`src/hw/twi_irq_pkg.sv`:
```
// Purpose: Constants and types for the two-wire slave interrupt register bank.
// Assumes: 32-bit AHB-Lite register access, one clock per instance.
// Notes: Offsets are byte addresses.
package twi_irq_pkg;

    localparam logic [7:0]  OFS_ENABLE   = 8'h1C;
    localparam logic [7:0]  OFS_DISABLE  = 8'h20;
    localparam logic [7:0]  OFS_MASK     = 8'h24;
    localparam logic [7:0]  OFS_CLEAR    = 8'h28;
    localparam logic [7:0]  OFS_PARAM    = 8'h2C;
    localparam logic [7:0]  OFS_REVISION = 8'h30;
    localparam logic [7:0]  OFS_STATUS   = 8'h18;

    localparam logic [31:0] CLEARABLE_BITS = 32'h00FF_71C8;
    localparam logic [31:0] READY_BITS     = 32'h0000_0003;
    localparam logic [31:0] MASKABLE_BITS  = CLEARABLE_BITS | READY_BITS;
    localparam logic [31:0] MASK_RESET     = 32'h0000_0000;
    localparam logic [31:0] PARAM_VALUE    = 32'h0000_0000;
    // Arbitrary neutral revision value.
    localparam logic [11:0] REVISION_VALUE = 12'h0A5;
    localparam logic [3:0]  VARIANT_VALUE  = 4'h0;

    localparam logic [1:0]  HTRANS_NONSEQ  = 2'h2;

    typedef struct packed {
        logic        sel;
        logic        write;
        logic [7:0]  addr;
    } bus_req_s;

endpackage

```
`src/hw/twi_slave_irq_status_regs.sv`:
```
// Purpose: Interrupt mask, status clear, parameter and revision registers.
// Assumes: One instance per slave interface, each on its own clock.
// Notes: Ready levels come in directly; other events are one-cycle pulses.
//
// The implementer's own choice: register access over AHB-Lite.
`timescale 1ns/1ps
module twi_slave_irq_status_regs (
    // Clock and reset
    input  wire logic        clk_sys,
    input  wire logic        sys_rst,
    // AHB-Lite slave
    input  wire logic        hsel,
    input  wire logic [1:0]  htrans,
    input  wire logic        hwrite,
    input  wire logic [2:0]  hsize,
    input  wire logic [31:0] haddr,
    input  wire logic [31:0] hwdata,
    input  wire logic        hready,
    output logic [31:0]      hrdata,
    output logic             hreadyout,
    output logic             hresp,
    // Status events from the slave engine
    input  wire logic [31:0] status_events,
    input  wire logic        tx_buffer_ready,
    input  wire logic        rx_buffer_ready,
    // Interrupt
    output logic             irq
);
    twi_irq_pkg::bus_req_s req;
    logic [31:0] interrupt_mask_r;
    logic [31:0] status_flags;
    logic [31:0] clear_req;
    logic        wr_en;
    logic        rd_en;

    // Variant sits in bits 19:16 and version in bits 11:0; the rest is zero.
    localparam logic [31:0] REVISION_WORD = {12'h000,
        twi_irq_pkg::VARIANT_VALUE, 4'h0, twi_irq_pkg::REVISION_VALUE};

    // Each instance has its own clk_sys; no shared state exists.
    twi_bus_slave u_bus (
        .clk_sys (clk_sys),
        .sys_rst (sys_rst),
        .hsel    (hsel),
        .htrans  (htrans),
        .hwrite  (hwrite),
        .haddr   (haddr[7:0]),
        .hready  (hready),
        .req     (req)
    );

    assign wr_en = req.sel && req.write;
    assign rd_en = req.sel && !req.write;
    // Zeros never clear: only ones on clearable positions act.
    assign clear_req = (wr_en && req.addr == twi_irq_pkg::OFS_CLEAR) ?
                       (hwdata & twi_irq_pkg::CLEARABLE_BITS) : 32'h0000_0000;

    genvar gi;
    generate
        for (gi = 0; gi < 32; gi++) begin : g_flag
            if (twi_irq_pkg::CLEARABLE_BITS[gi]) begin : g_sticky
                twi_flag_bit u_flag (
                    .clk_sys (clk_sys),
                    .sys_rst (sys_rst),
                    .set_evt (status_events[gi]),
                    .clr_req (clear_req[gi]),
                    .flag_r  (status_flags[gi])
                );
            end else if (gi == 1) begin : g_tx
                assign status_flags[gi] = tx_buffer_ready;
            end else if (gi == 0) begin : g_rx
                assign status_flags[gi] = rx_buffer_ready;
            end else begin : g_none
                assign status_flags[gi] = 1'b0;
            end
        end
    endgenerate

    // Enable and disable are separate addresses, so one write never does both.
    always_ff @(posedge clk_sys) begin
        if (sys_rst) begin
            interrupt_mask_r <= twi_irq_pkg::MASK_RESET;
        end else if (wr_en && req.addr == twi_irq_pkg::OFS_ENABLE) begin
            interrupt_mask_r <= interrupt_mask_r |
                (hwdata & twi_irq_pkg::MASKABLE_BITS);
        end else if (wr_en && req.addr == twi_irq_pkg::OFS_DISABLE) begin
            interrupt_mask_r <= interrupt_mask_r &
                ~(hwdata & twi_irq_pkg::MASKABLE_BITS);
        end
    end

    always_ff @(posedge clk_sys) begin
        if (sys_rst) begin
            irq <= 1'b0;
        end else begin
            irq <= |(status_flags & interrupt_mask_r);
        end
    end

    // Read data is registered, so a read takes one wait state.
    // Loading only in that wait cycle keeps hrdata steady in the data phase.
    logic rd_pend_r;
    always_ff @(posedge clk_sys) begin
        if (sys_rst) begin
            rd_pend_r <= 1'b0;
            hreadyout <= 1'b1;
        end else begin
            rd_pend_r <= hready && hsel && !hwrite &&
                         htrans == twi_irq_pkg::HTRANS_NONSEQ;
            hreadyout <= !(hready && hsel && !hwrite &&
                         htrans == twi_irq_pkg::HTRANS_NONSEQ);
        end
    end

    always_ff @(posedge clk_sys) begin
        if (sys_rst) begin
            hrdata <= 32'h0000_0000;
        end else if (rd_en && rd_pend_r) begin
            unique case (req.addr)
                twi_irq_pkg::OFS_MASK:     hrdata <= interrupt_mask_r;
                twi_irq_pkg::OFS_STATUS:   hrdata <= status_flags;
                twi_irq_pkg::OFS_PARAM:
                    hrdata <= twi_irq_pkg::PARAM_VALUE;
                twi_irq_pkg::OFS_REVISION:
                    hrdata <= REVISION_WORD;
                default:                   hrdata <= 32'h0000_0000;
            endcase
        end
    end

    always_ff @(posedge clk_sys) begin
        if (sys_rst) begin
            hresp <= 1'b0;
        end else begin
            hresp <= 1'b0;
        end
    end
endmodule

```
`src/hw/twi_bus_slave.sv`:
```
// Purpose: AHB-Lite address-phase capture for the register bank.
// Assumes: Single word transfers, always OKAY, zero-wait writes and one-wait reads.
// Notes: Produces a registered data-phase request.
`timescale 1ns/1ps
module twi_bus_slave (
    // Clock and reset
    input  wire logic                 clk_sys,
    input  wire logic                 sys_rst,
    // AHB-Lite address phase
    input  wire logic                 hsel,
    input  wire logic [1:0]           htrans,
    input  wire logic                 hwrite,
    input  wire logic [7:0]           haddr,
    input  wire logic                 hready,
    // Data phase request
    output twi_irq_pkg::bus_req_s     req
);
    always_ff @(posedge clk_sys) begin
        if (sys_rst) begin
            req <= '0;
        end else if (hready) begin
            req.sel   <= hsel && (htrans == twi_irq_pkg::HTRANS_NONSEQ);
            req.write <= hwrite;
            req.addr  <= haddr;
        end
    end
endmodule

```
`src/hw/twi_flag_bit.sv`:
```
// Purpose: One sticky status flag with write-one-to-clear.
// Assumes: Event pulses synchronous to clk_sys.
// Notes: A set in the clearing cycle wins.
`timescale 1ns/1ps
module twi_flag_bit (
    // Clock and reset
    input  wire logic clk_sys,
    input  wire logic sys_rst,
    // Control
    input  wire logic set_evt,
    input  wire logic clr_req,
    // State
    output logic      flag_r
);
    always_ff @(posedge clk_sys) begin
        if (sys_rst) begin
            flag_r <= 1'b0;
        end else if (set_evt) begin
            flag_r <= 1'b1;
        end else if (clr_req) begin
            flag_r <= 1'b0;
        end
    end
endmodule

```
`config.mk`:
```
export PLATFORM = sky130hd
export DESIGN_NAME = twi_slave_irq_status_regs
export DESIGN_NICKNAME = d
export VERILOG_FILES = /design/src/hw/twi_irq_pkg.sv /design/src/hw/twi_slave_irq_status_regs.sv /design/src/hw/twi_bus_slave.sv /design/src/hw/twi_flag_bit.sv
export SDC_FILE = /design/constraint.sdc
export NUM_CORES = 1
export LEC_CHECK = 0
export ABC_AREA = 1
export BUFFER_PORTS_ARGS = -buffer_cell sky130_fd_sc_hd__buf_2
export CORE_MARGIN = 5
export CORE_UTILIZATION = 51
export CTS_BUF_LIST = sky130_fd_sc_hd__clkbuf_4 sky130_fd_sc_hd__clkbuf_8
export DETAILED_ROUTE_END_ITERATION = 10
export PLACE_DENSITY = 0.89
export SLEW_MARGIN = 10
export SYNTH_ARGS = -nofsm -noshare
export SYNTH_HDL_FRONTEND = slang
export SYNTH_SLANG_ARGS = --single-unit
```
`constraint.sdc`:
```
create_clock -name clk_sys -period 2.65 [get_ports clk_sys]
set_clock_uncertainty 0.1 [all_clocks]
set_input_delay 0.53 -clock clk_sys [delete_from_list [all_inputs] [get_ports clk_sys]]
set_output_delay 0.53 -clock clk_sys [all_outputs]
set_load 0.05 [all_outputs]
```
# Word level (Yosys, flattened, before mapping)
# Cells that the tools add are included.
[totals]
register_bits = 92
in_bits = 108
output_inout_bits = 35
[classes]
n_eq_ne = 7
muxes = 34
n_bitwise = 4
reduce_logical = 30
[ops]
columns = ["op", "count"]
rows = [
  ["$pmux W32 S3", 1],
  ["$mux W32", 2],
  ["$and A24 B32 Y32", 1],
  ["$and A32 B32 Y32", 1],
  ["$eq A8 B6 Y1 const B", 4],
  ["$not A24 Y32", 1],
  ["$or A32 B24 Y32", 1],
  ["$reduce_bool A2 Y1", 16],
  ["$reduce_or A32 Y1", 1],
  ["$mux W1", 30],
  ["$mux W24", 1],
  ["$eq A8 B5 Y1 const B", 2],
  ["$logic_and A1 B1 Y1", 10],
  ["$logic_not A1 Y1", 3],
  ["$eq A2 B2 Y1 const B", 1],
]

# Depth between registers and ports, before layout
# Gate-level depths: netlist of run 1.
[depth]
word_depth = 5
mapped_depth = 8

# Hierarchy
# A second synthesis of run 1 with hierarchy kept.
[unflattened]
cells_unflattened = 440
area_unflattened_um2 = 3006.6
[by_module_without_submodules]
columns = ["mod", "n_inst", "cells_per_inst", "area_per_inst_um2", "seq_area_each_um2"]
rows = [
  ["twi_slave_irq_status_regs", 1, 321, 2055.7, 760.7],
  ["twi_flag_bit", 15, 5, 40.0, 20.0],
  ["twi_bus_slave", 1, 44, 350.3, 200.2],
]

# Worst setup path after synthesis of run 1
# OpenSTA, ideal clock, no wires.
[synth_path]
kind = "register to output"
from = "reg hrdata[5]"
to = "out hrdata[5]"
arrival_ns = 0.909
required_time_ns = 2.020
setup_slack_ns = 1.111
path_stages_with_launch = 2
path_cell_list = "dfxtp_1 -> buf_4"
[synth_lines]
columns = ["item", "line", "source"]
rows = [
  ["start: declaration", "twi_slave_irq_status_regs.sv:19", "output logic [31:0] hrdata,"],
  ["start signal: assignment", "twi_slave_irq_status_regs.sv:120", "twi_irq_pkg::OFS_MASK: hrdata <= interrupt_mask_r;"],
  ["start signal: assignment", "twi_slave_irq_status_regs.sv:121", "twi_irq_pkg::OFS_STATUS: hrdata <= status_flags;"],
  ["start signal: assignment", "twi_slave_irq_status_regs.sv:123", "hrdata <= twi_irq_pkg::PARAM_VALUE;"],
]
# No word-level cell between the ends.

# Worst setup path after layout of run 1
[layout_path]
from = "reg, netlist name u_bus.req[3]"
to = "reg hrdata[7]"
[layout_between]
elab_chain_len = 2
word_cells_on_any_way = 4
classes_between = "eq/ne: 3; mux: 1"
[layout_lines]
columns = ["item", "line", "source"]
rows = [
  ["$eq A8 B6 Y1 or $eq A8 B5 Y1 (tied branches)", "twi_slave_irq_status_regs.sv:119", "unique case (req.addr)"],
  ["$pmux W32 S3 *", "twi_slave_irq_status_regs.sv:119", ""],
]
# Every way passes the cells marked *; elsewhere a longest branch is shown, timed or not.
# A chain may end at the register's enable or synchronous reset.

==> flow_summary.rst, run 1 <==
.. list-table::
   :header-rows: 1

   * - Metric
     - Value
   * - Run status
     - completed
   * - Post-DR vias/cell
     - 5.26
   * - Top-level I/O count
     - 143
   * - Number of setup violations in the final report
     - 0
   * - Tightest Hold Check Type
     - in2reg
   * - Register-to-register setup slack
     - 0.94 ns
   * - CTS Buf Count
     - 9
   * - Die Footprint
     - 0.00726 mm2
   * - Hpwl dp
     - 4870 um
   * - CTS clk-pin slew, worst paths
     - 0.06 ns
   * - Peak Freq
     - 584 MHz
   * - Initial antenna violation count
     - 0
   * - DRC violation count after routing
     - 0
   * - Required time at the worst-slack endpoint
     - 2.83 ns
   * - R2R Path End
     - hrdata[7]
   * - Sum Neg Setup Slack
     - 0 ns
   * - Gate count after technology mapping
     - 400
   * - Worst flop-to-flop path startpoint
     - u_bus.req[3]
   * - Maximum capacitance violations
     - 0
   * - Flop and latch count out of synthesis
     - 63
   * - Buffer count from post-CTS setup fixing
     - 0
   * - Power Total
     - 1.94 mW
   * - Filler instances
     - 478
   * - Antenna diode count
     - 0
   * - Main combinational cell family by area after synthesis
     - simple AND/OR/NAND/NOR gates
   * - Leading cell type in the layout, fill and taps excluded
     - sky130_fd_sc_hd__nand2_1
   * - Critical-path maximum fanout
     - 17
   * - Total of warnings raised by yosys
     - 0
   * - Simple logic cell fraction of the synthesized area
     - 0.337
   * - Xor/xnor cell area share of the yosys netlist
     - 0
   * - Clock tree from TritonCTS
     - done
   * - Hold violation total from the final report
     - 0
   * - Unrepaired setup endpoints after global routing
     - false
   * - Post-synthesis cell area
     - 0.00289 mm2
   * - DIE WIDTH
     - 85.2 um
   * - Length of the first detailed-routing pass in iterations
     - 5
   * - Final clock period utilization by the worst path
     - 0.646
   * - Post-synthesis compound-gate area fraction
     - 0.122
   * - Number of pins exceeding their max-slew limit in the final report
     - 0
   * - PD cells
     - 581 mW/mm2
   * - Worst Setup SP
     - u_bus.req[3]
   * - Global route overflow
     - 0
   * - Share of post-route cells with drive strength above 1
     - 0.228
   * - Chip Height
     - 85.2 um
   * - Global-route usage over all layers
     - 0.200
   * - Area Overhead vs Synth
     - 15.5%
   * - Largest net degree at the start of global routing
     - 52
   * - Post_cts resized
     - 0
   * - Mean instance size in the synthesized netlist
     - 7.22 um2
   * - Core area
     - 0.00551 mm2
   * - CTS H-tree lvls
     - 3
   * - Cell chosen for the clock root
     - sky130_fd_sc_hd__clkbuf_8
   * - Worst Hold Path Cells
     - 2
   * - Commonest non-fill, non-tap cells in the layout
     - sky130_fd_sc_hd__nand2_1, sky130_fd_sc_hd__nand3_1, sky130_fd_sc_hd__buf_2
   * - Hold Crit Start
     - hwrite
   * - Gp weighted congestion
     - 0.812
   * - Slew of the pin with the lowest slew margin
     - 0.718 ns
   * - Wire per inst
     - 13.1 um
   * - Global-route wire length before repair
     - 11500 um
   * - Distinct cells, synth
     - 24
   * - Mux share of post-synthesis cell area
     - 0
   * - Crit start category
     - register
   * - Number of DRC markers in iteration 0
     - 258
   * - Vias after detailed routing
     - 2826
   * - Floorplan row count
     - 27
   * - Remaining antenna violation count
     - 0
   * - Adder and majority gate portion of the synthesized area
     - 0
   * - Post-layout net count
     - 568
   * - Count of cells along the worst register-to-register path
     - 7
   * - Count of clock tree sinks
     - 63
   * - Total leakage power
     - 1.42 nW
   * - Maximum buffer depth of the clock tree
     - 2
   * - Portion of the post-synthesis area used by sequential elements
     - 0.437
   * - Worst rel slew slack
     - 0.521
   * - Vias in the first global route
     - 2571
   * - Worst setup path class
     - reg2reg
   * - Worst IR Drop VDD
     - 357 uV
   * - CP endpoint kind
     - register
   * - Min Tclk post-route
     - 1.71 ns
   * - Endpoint, Worst Hold
     - rd_pend_r
   * - Routed WL
     - 7040 um
   * - Initial cell density of the core
     - 0.524
   * - CP Data Arrival Time
     - 1.89 ns
   * - Port buffer count
     - 69
   * - Source-to-sink clock delay at the later pin of the worst-skew pair
     - 0.35 ns
   * - Hold-fix buffers, CTS
     - 0
per-layer routing:
| layer | share of wire | vias to the layer above | GRT usage |
|---|---|---|---|
| met2 | 0.47 | 126 | 0.305 |
| li1 | - | 1421 | - |
| met1 | 0.41 | 1262 | 0.248 |
| met5 | 0 | - | 0 |
| met4 | 0.023 | 0 | 0.0950 |
| met3 | 0.098 | 17 | 0.0748 |
cells in the mapped netlist, drive strengths merged:
cell	instances	area, um2
buf	26	204
nand4	4	25.0
a21oi	59	295
inv	13	48.8
nor4	1	6.26
nor3	2	21.3
clkinv	1	3.75
clkbuf	11	41.3
dfxtp	63	1260
nand3	70	355
conb	1	3.75
nand2	113	437
o21ai	10	50.1
a31oi	1	6.26
nor2	25	128
stage by stage:
step / setup slack, ns / cell area (um2) / std cells / util / hold slack [ns]
detailed placement: 0.952 / 3160 / 521 / 0.573 / 0.339
global route: 0.773 / 3330 / 537 / 0.606 / 0.257
global placement: 0.973 / 3160 / 521 / 0.573 / 0.333
floorplan: 1.11 / 2940 / 413 / - / 0.328
CTS: 0.932 / 3330 / 537 / 0.606 / 0.251
finish: 0.939 / 3330 / 537 / 0.606 / 0.265
cell families (layout without fill, tap and decap cells):
group / Yosys count / in the layout
buf+inv: 51 / 103
simple gates: 215 / 215
compound gates: 70 / 70
other cells: 1 / 14
flops: 63 / 63
area by class of cell:
cell class,instances,area [um2],area share
Tap cell,72,90.1,0.0270
Sequential cell,63,1260,0.378
Inverter,14,52.6,0.0158
Timing Repair Buffer,73,375,0.113
Clock buffer,12,159,0.0477
Multi-Input combinational cell,299,1380,0.413
Clock inverter,4,20.0,0.00600
critical path, stage by stage (launching register included):
cell and delay (ns):
sky130_fd_sc_hd__dfxtp_1 0.31, sky130_fd_sc_hd__inv_1 0.11, sky130_fd_sc_hd__nand2_1 0.08, sky130_fd_sc_hd__nor2_2 0.58
sky130_fd_sc_hd__nand3_1 0.16, sky130_fd_sc_hd__nand3_1 0.14, sky130_fd_sc_hd__nand2_1 0.06, sky130_fd_sc_hd__a21oi_1 0.11
power by group:
part           internal, mW  leakage, nW  switching [mW]
Clock                 0.394       0.0993           0.355
Sequential            0.974        0.515          0.0205
Combinational        0.0526        0.801           0.143
worst max-delay path by stage:
stage           endpoint  cells past startpoint  slack [ns]
2_1_floorplan  hrdata[5]                      1        1.11
3_3_place_gp   hreadyout                      6        0.97
3_5_place_dp   hrdata[5]                      5        0.95
4_1_cts        hrdata[5]                      5        0.93
5_1_grt        hrdata[8]                      7        0.77
6_report       hrdata[7]                      7        0.94
(Power assumes the default switching activity.)
==> run 2: changes to the inputs <==
ABC_AREA = 0   (was 1)
CORE_UTILIZATION = 42   (was 51)
PLACE_DENSITY = 0.79   (was 0.89)
clock period = 1.4 ns   (was 2.65 ns; I/O delays follow)
==> run 2 against run 1 <==
The run now ends with negative setup slack left. Flip-flop and latch count unchanged. Routed wire length increased by 12%. Maximum frequency increased by 1.3%. Design area increased by 11%. Sequential share of layout area decreased by 3.6 points. Largest cell class unchanged.
==> flow_summary.rst, run 2 <==
.. list-table::
   :header-rows: 1

   * - Metric
     - Value
   * - Critical path's top delay family
     - simple AND/OR/NAND/NOR gates (unchanged)
   * - Global route overflow
     - 0 (unchanged)
   * - Remaining antenna violation count
     - 0 (unchanged)
   * - Required time at the worst-slack endpoint
     - 1.59 ns (was 2.83 ns)
   * - Portion of the post-synthesis area used by sequential elements
     - 0.465 (was 0.437)
   * - Portion of synthesized cell area occupied by the leading cell type
     - 0.465 (was 0.437)
   * - Hpwl dp
     - 5310 um (was 4870 um)
   * - Initial antenna violation count
     - 0 (unchanged)
   * - Number of enable-type register cells in the synthesized netlist
     - 0 (unchanged)
   * - Worst path bufs/invs
     - 1 (unchanged)
   * - CP Data Arrival Time
     - 1.88 ns (was 1.89 ns)
   * - Global-route wire length before repair
     - 12600 um (was 11500 um)
   * - Gp weighted congestion
     - 0.814 (was 0.812)
   * - Standard cell with the maximum stage delay on the critical path
     - sky130_fd_sc_hd__or4_4 (was sky130_fd_sc_hd__nor2_2)
   * - Most frequent cells after synthesis
     - sky130_fd_sc_hd__dfxtp_1, sky130_fd_sc_hd__nor2_1, sky130_fd_sc_hd__nand2_1 (was sky130_fd_sc_hd__nand2_1, sky130_fd_sc_hd__nand3_1, sky130_fd_sc_hd__dfxtp_1)
   * - Worst Setup SP
     - u_bus.req[6] (was u_bus.req[3])
   * - Crit. path cell count
     - 5 (was 7)
   * - Wire per inst
     - 17.1 um (was 13.1 um)
   * - DRC violation count after routing
     - 0 (unchanged)
   * - CTS clk-pin slew, worst paths
     - 0.08 ns (was 0.06 ns)
   * - Area after detailed placement
     - 0.00329 mm2 (was 0.00316 mm2)
   * - Finished Layout Cells
     - 458 (was 537)
   * - Crit start category
     - register (unchanged)
   * - CTS H-tree lvls
     - 3 (unchanged)
   * - Area Overhead vs Synth
     - 36.7% (was 15.5%)
   * - Critical-path maximum fanout
     - 14 (was 17)
   * - Crit-path cells
     - or4_4 > nor3_4 > and2_4 > buf_12 > a221o_1 (was inv_1 > nand2_1 > nor2_2 > nand3_1 > nand3_1 > nand2_1 > a21oi_1)
   * - Post-route worst setup slack
     - -0.288 ns (was 0.939 ns)
   * - Share of post-route cells with drive strength above 1
     - 0.399 (was 0.228)
   * - Mean instance size in the synthesized netlist
     - 9.64 um2 (was 7.22 um2)
   * - Top-level I/O count
     - 143 (unchanged)
   * - PD cells
     - 1050 mW/mm2 (was 581 mW/mm2)
   * - Dominant synthesized flop cell
     - sky130_fd_sc_hd__dfxtp_1 (unchanged)
   * - Total leakage power
     - 1.64 nW (was 1.42 nW)
   * - Register-to-register setup slack
     - -0.29 ns (was 0.94 ns)
   * - Violations in the final reports
     - negative setup slack
   * - Vias in the first global route
     - 2609 (was 2571)
   * - Number of placed cells counting well taps
     - 436 (was 521)
   * - Worst flop-to-flop path startpoint
     - u_bus.req[6] (was u_bus.req[3])
   * - Post-synthesis cell area
     - 0.00271 mm2 (was 0.00289 mm2)
   * - Total of warnings raised by yosys
     - 0 (unchanged)
   * - Leading cell type in the layout, fill and taps excluded
     - sky130_fd_sc_hd__buf_2 (was sky130_fd_sc_hd__nand2_1)
   * - Flop and latch count out of synthesis
     - 63 (unchanged)
   * - Distinct cells, synth
     - 36 (was 24)
   * - Port buffer count
     - 69 (unchanged)
   * - Run status
     - finished with violations (was completed)
   * - Timing endpoint of the critical path
     - hrdata[16] (was hrdata[7])
   * - Hold violation total from the final report
     - 0 (unchanged)
   * - Antenna diode count
     - 0 (unchanged)
   * - Cell type contributing the most total cell area after synthesis
     - sky130_fd_sc_hd__dfxtp_1 (unchanged)
   * - Initial cell density of the core
     - 0.429 (was 0.524)
   * - Routed WL
     - 7850 um (was 7040 um)
   * - Clock tree from TritonCTS
     - done (unchanged)
   * - Core area
     - 0.00631 mm2 (was 0.00551 mm2)
   * - Tightest Hold Check Type
     - in2reg (unchanged)
   * - Gate count after technology mapping
     - 281 (was 400)
   * - Maximum cell stage delay along the critical path
     - 0.57 ns (was 0.58 ns)
   * - Maximum capacitance violations
     - 0 (unchanged)
   * - Number of pins exceeding their max-slew limit in the final report
     - 0 (unchanged)
   * - Maximum buffer depth of the clock tree
     - 2 (unchanged)
   * - Min Tclk post-route
     - 1.69 ns (was 1.71 ns)
   * - DIE WIDTH
     - 90.3 um (was 85.2 um)
   * - Hold-fix buffers, CTS
     - 0 (unchanged)
   * - CP endpoint kind
     - register (unchanged)
   * - Most area-consuming cells after synthesis
     - sky130_fd_sc_hd__dfxtp_1, sky130_fd_sc_hd__a32o_1, sky130_fd_sc_hd__a221o_1 (was sky130_fd_sc_hd__dfxtp_1, sky130_fd_sc_hd__nand2_1, sky130_fd_sc_hd__nand3_1)
   * - Worst setup path class
     - reg2reg (unchanged)
   * - Peak Freq
     - 592 MHz (was 584 MHz)
   * - Die Footprint
     - 0.00816 mm2 (was 0.00726 mm2)
   * - Commonest non-fill, non-tap cells in the layout
     - sky130_fd_sc_hd__buf_2, sky130_fd_sc_hd__dfxtp_1, sky130_fd_sc_hd__nor2_1 (was sky130_fd_sc_hd__nand2_1, sky130_fd_sc_hd__nand3_1, sky130_fd_sc_hd__buf_2)
   * - Floorplan row count
     - 29 (was 27)
   * - Global-route usage over all layers
     - 0.191 (was 0.200)
   * - Final clock period utilization by the worst path
     - 1.21 (was 0.646)
   * - Chip Height
     - 90.3 um (was 85.2 um)
   * - Filler instances
     - 547 (was 478)
   * - Hold Crit Start
     - status_events[12] (was hwrite)
   * - Vias after detailed routing
     - 2573 (was 2826)
   * - Count of cells along the worst register-to-register path
     - 5 (was 7)
   * - Worst IR Drop VDD
     - 745 uV (was 357 uV)
   * - R2R Path End
     - hrdata[16] (was hrdata[7])
   * - Top-count cell post-synth
     - sky130_fd_sc_hd__dfxtp_1 (was sky130_fd_sc_hd__nand2_1)
   * - Number of setup violations in the final report
     - 49 (was 0)
   * - Post-DR vias/cell
     - 5.62 (was 5.26)
   * - Cell chosen for the clock root
     - sky130_fd_sc_hd__clkbuf_8 (unchanged)
   * - Length of the first detailed-routing pass in iterations
     - 4 (was 5)
   * - Source-to-sink clock delay at the later pin of the worst-skew pair
     - 0.34 ns (was 0.35 ns)
   * - Fin area
     - 0.00371 mm2 (was 0.00333 mm2)
   * - Post-layout net count
     - 484 (was 568)
   * - Async SR Flop Fraction
     - 0 (unchanged)
   * - Count of clock tree sinks
     - 63 (unchanged)
   * - CTS Buf Count
     - 9 (unchanged)
   * - Number of DRC markers in iteration 0
     - 178 (was 258)
   * - Unrepaired setup endpoints after global routing
     - true (was false)
   * - Largest net degree at the start of global routing
     - 30 (was 52)
run 2: worst reg2reg max path, stage by stage (launching register included):
cell and delay, ns:
sky130_fd_sc_hd__dfxtp_2 0.32, sky130_fd_sc_hd__or4_4 0.57, sky130_fd_sc_hd__nor3_4 0.17, sky130_fd_sc_hd__and2_4 0.19, sky130_fd_sc_hd__buf_12 0.14, sky130_fd_sc_hd__a221o_1 0.15
run 2: per-layer routing:
layer	global-route usage	vias to the layer above	wire length, um
met4	0.0881	0	129
met3	0.0417	12	564
met2	0.309	108	3860
li1	-	1233	-
met5	0	-	0
met1	0.241	1220	3300
run 2: cell families (layout without fill, tap and decap cells):
| family | Yosys count | count (layout) | synth area share |
|---|---|---|---|
| flip-flops | 63 | 63 | 0.465 |
| multiplexers | 10 | 10 | 0.0369 |
| AO/OA/AOI/OAI | 63 | 63 | 0.191 |
| other | 1 | 14 | 0.00138 |
| buffers and inverters | 38 | 125 | 0.0831 |
| XOR/XNOR | 1 | 1 | 0.00323 |
| AND/OR/NAND/NOR | 105 | 105 | 0.219 |
run 2: through the flow:
stage	hold slack, ns	power, mW	utilization	setup WS (ns)	TNS [ns]
2_1_floorplan	0.297	2.16	-	-0.312	-10.28
3_3_place_gp	0.359	2.30	0.522	-0.259	-8.77
3_5_place_dp	0.361	2.31	0.522	-0.289	-9.98
4_1_cts	0.0253	3.88	0.565	-0.287	-9.90
5_1_grt	0.0331	4.01	0.587	-0.353	-12.77
6_report	0.0328	3.88	0.587	-0.288	-9.21
run 2: power breakdown:
group	internal, mW	leakage, nW	switching, mW
clock	0.823	0.0956	0.736
sequential	1.84	0.516	0.0462
combinational	0.180	1.03	0.256
total	2.84	1.64	1.04
run 2: layout make-up:
class                   count  area, um2  area share
flip-flops and latches     63       1270       0.342
inverters                   3       11.3     0.00304
well taps                  77       96.3      0.0260
clock inverters             7       72.6      0.0196
multi-input cells         193       1380       0.373
clock buffers               9        124      0.0334
repair buffers            106        751       0.203
run 2: timing repair:
| action | 4_1_cts | 5_1_grt |
|---|---|---|
| setup endpoints to repair | 50 | 53 |
| pin swaps | 28 | 24 |
| buffers inserted | 6 | 1 |
| cloned | 1 | 2 |
| gates resized for setup | 12 | 29 |
run 2: worst min-delay path by stage:
| stage | endpoint | slack (ns) | cells past startpoint |
|---|---|---|---|
| 3_3_place_gp | hrdata[5] | 0.36 | 2 |
| 3_5_place_dp | hrdata[5] | 0.36 | 2 |
| 4_1_cts | g_flag[12].g_sticky.u_flag.flag_r | 0.03 | 3 |
| 5_1_grt | g_flag[12].g_sticky.u_flag.flag_r | 0.03 | 3 |
| 2_1_floorplan | g_flag[12].g_sticky.u_flag.flag_r | 0.30 | 2 |
| 6_report | g_flag[12].g_sticky.u_flag.flag_r | 0.03 | 3 |
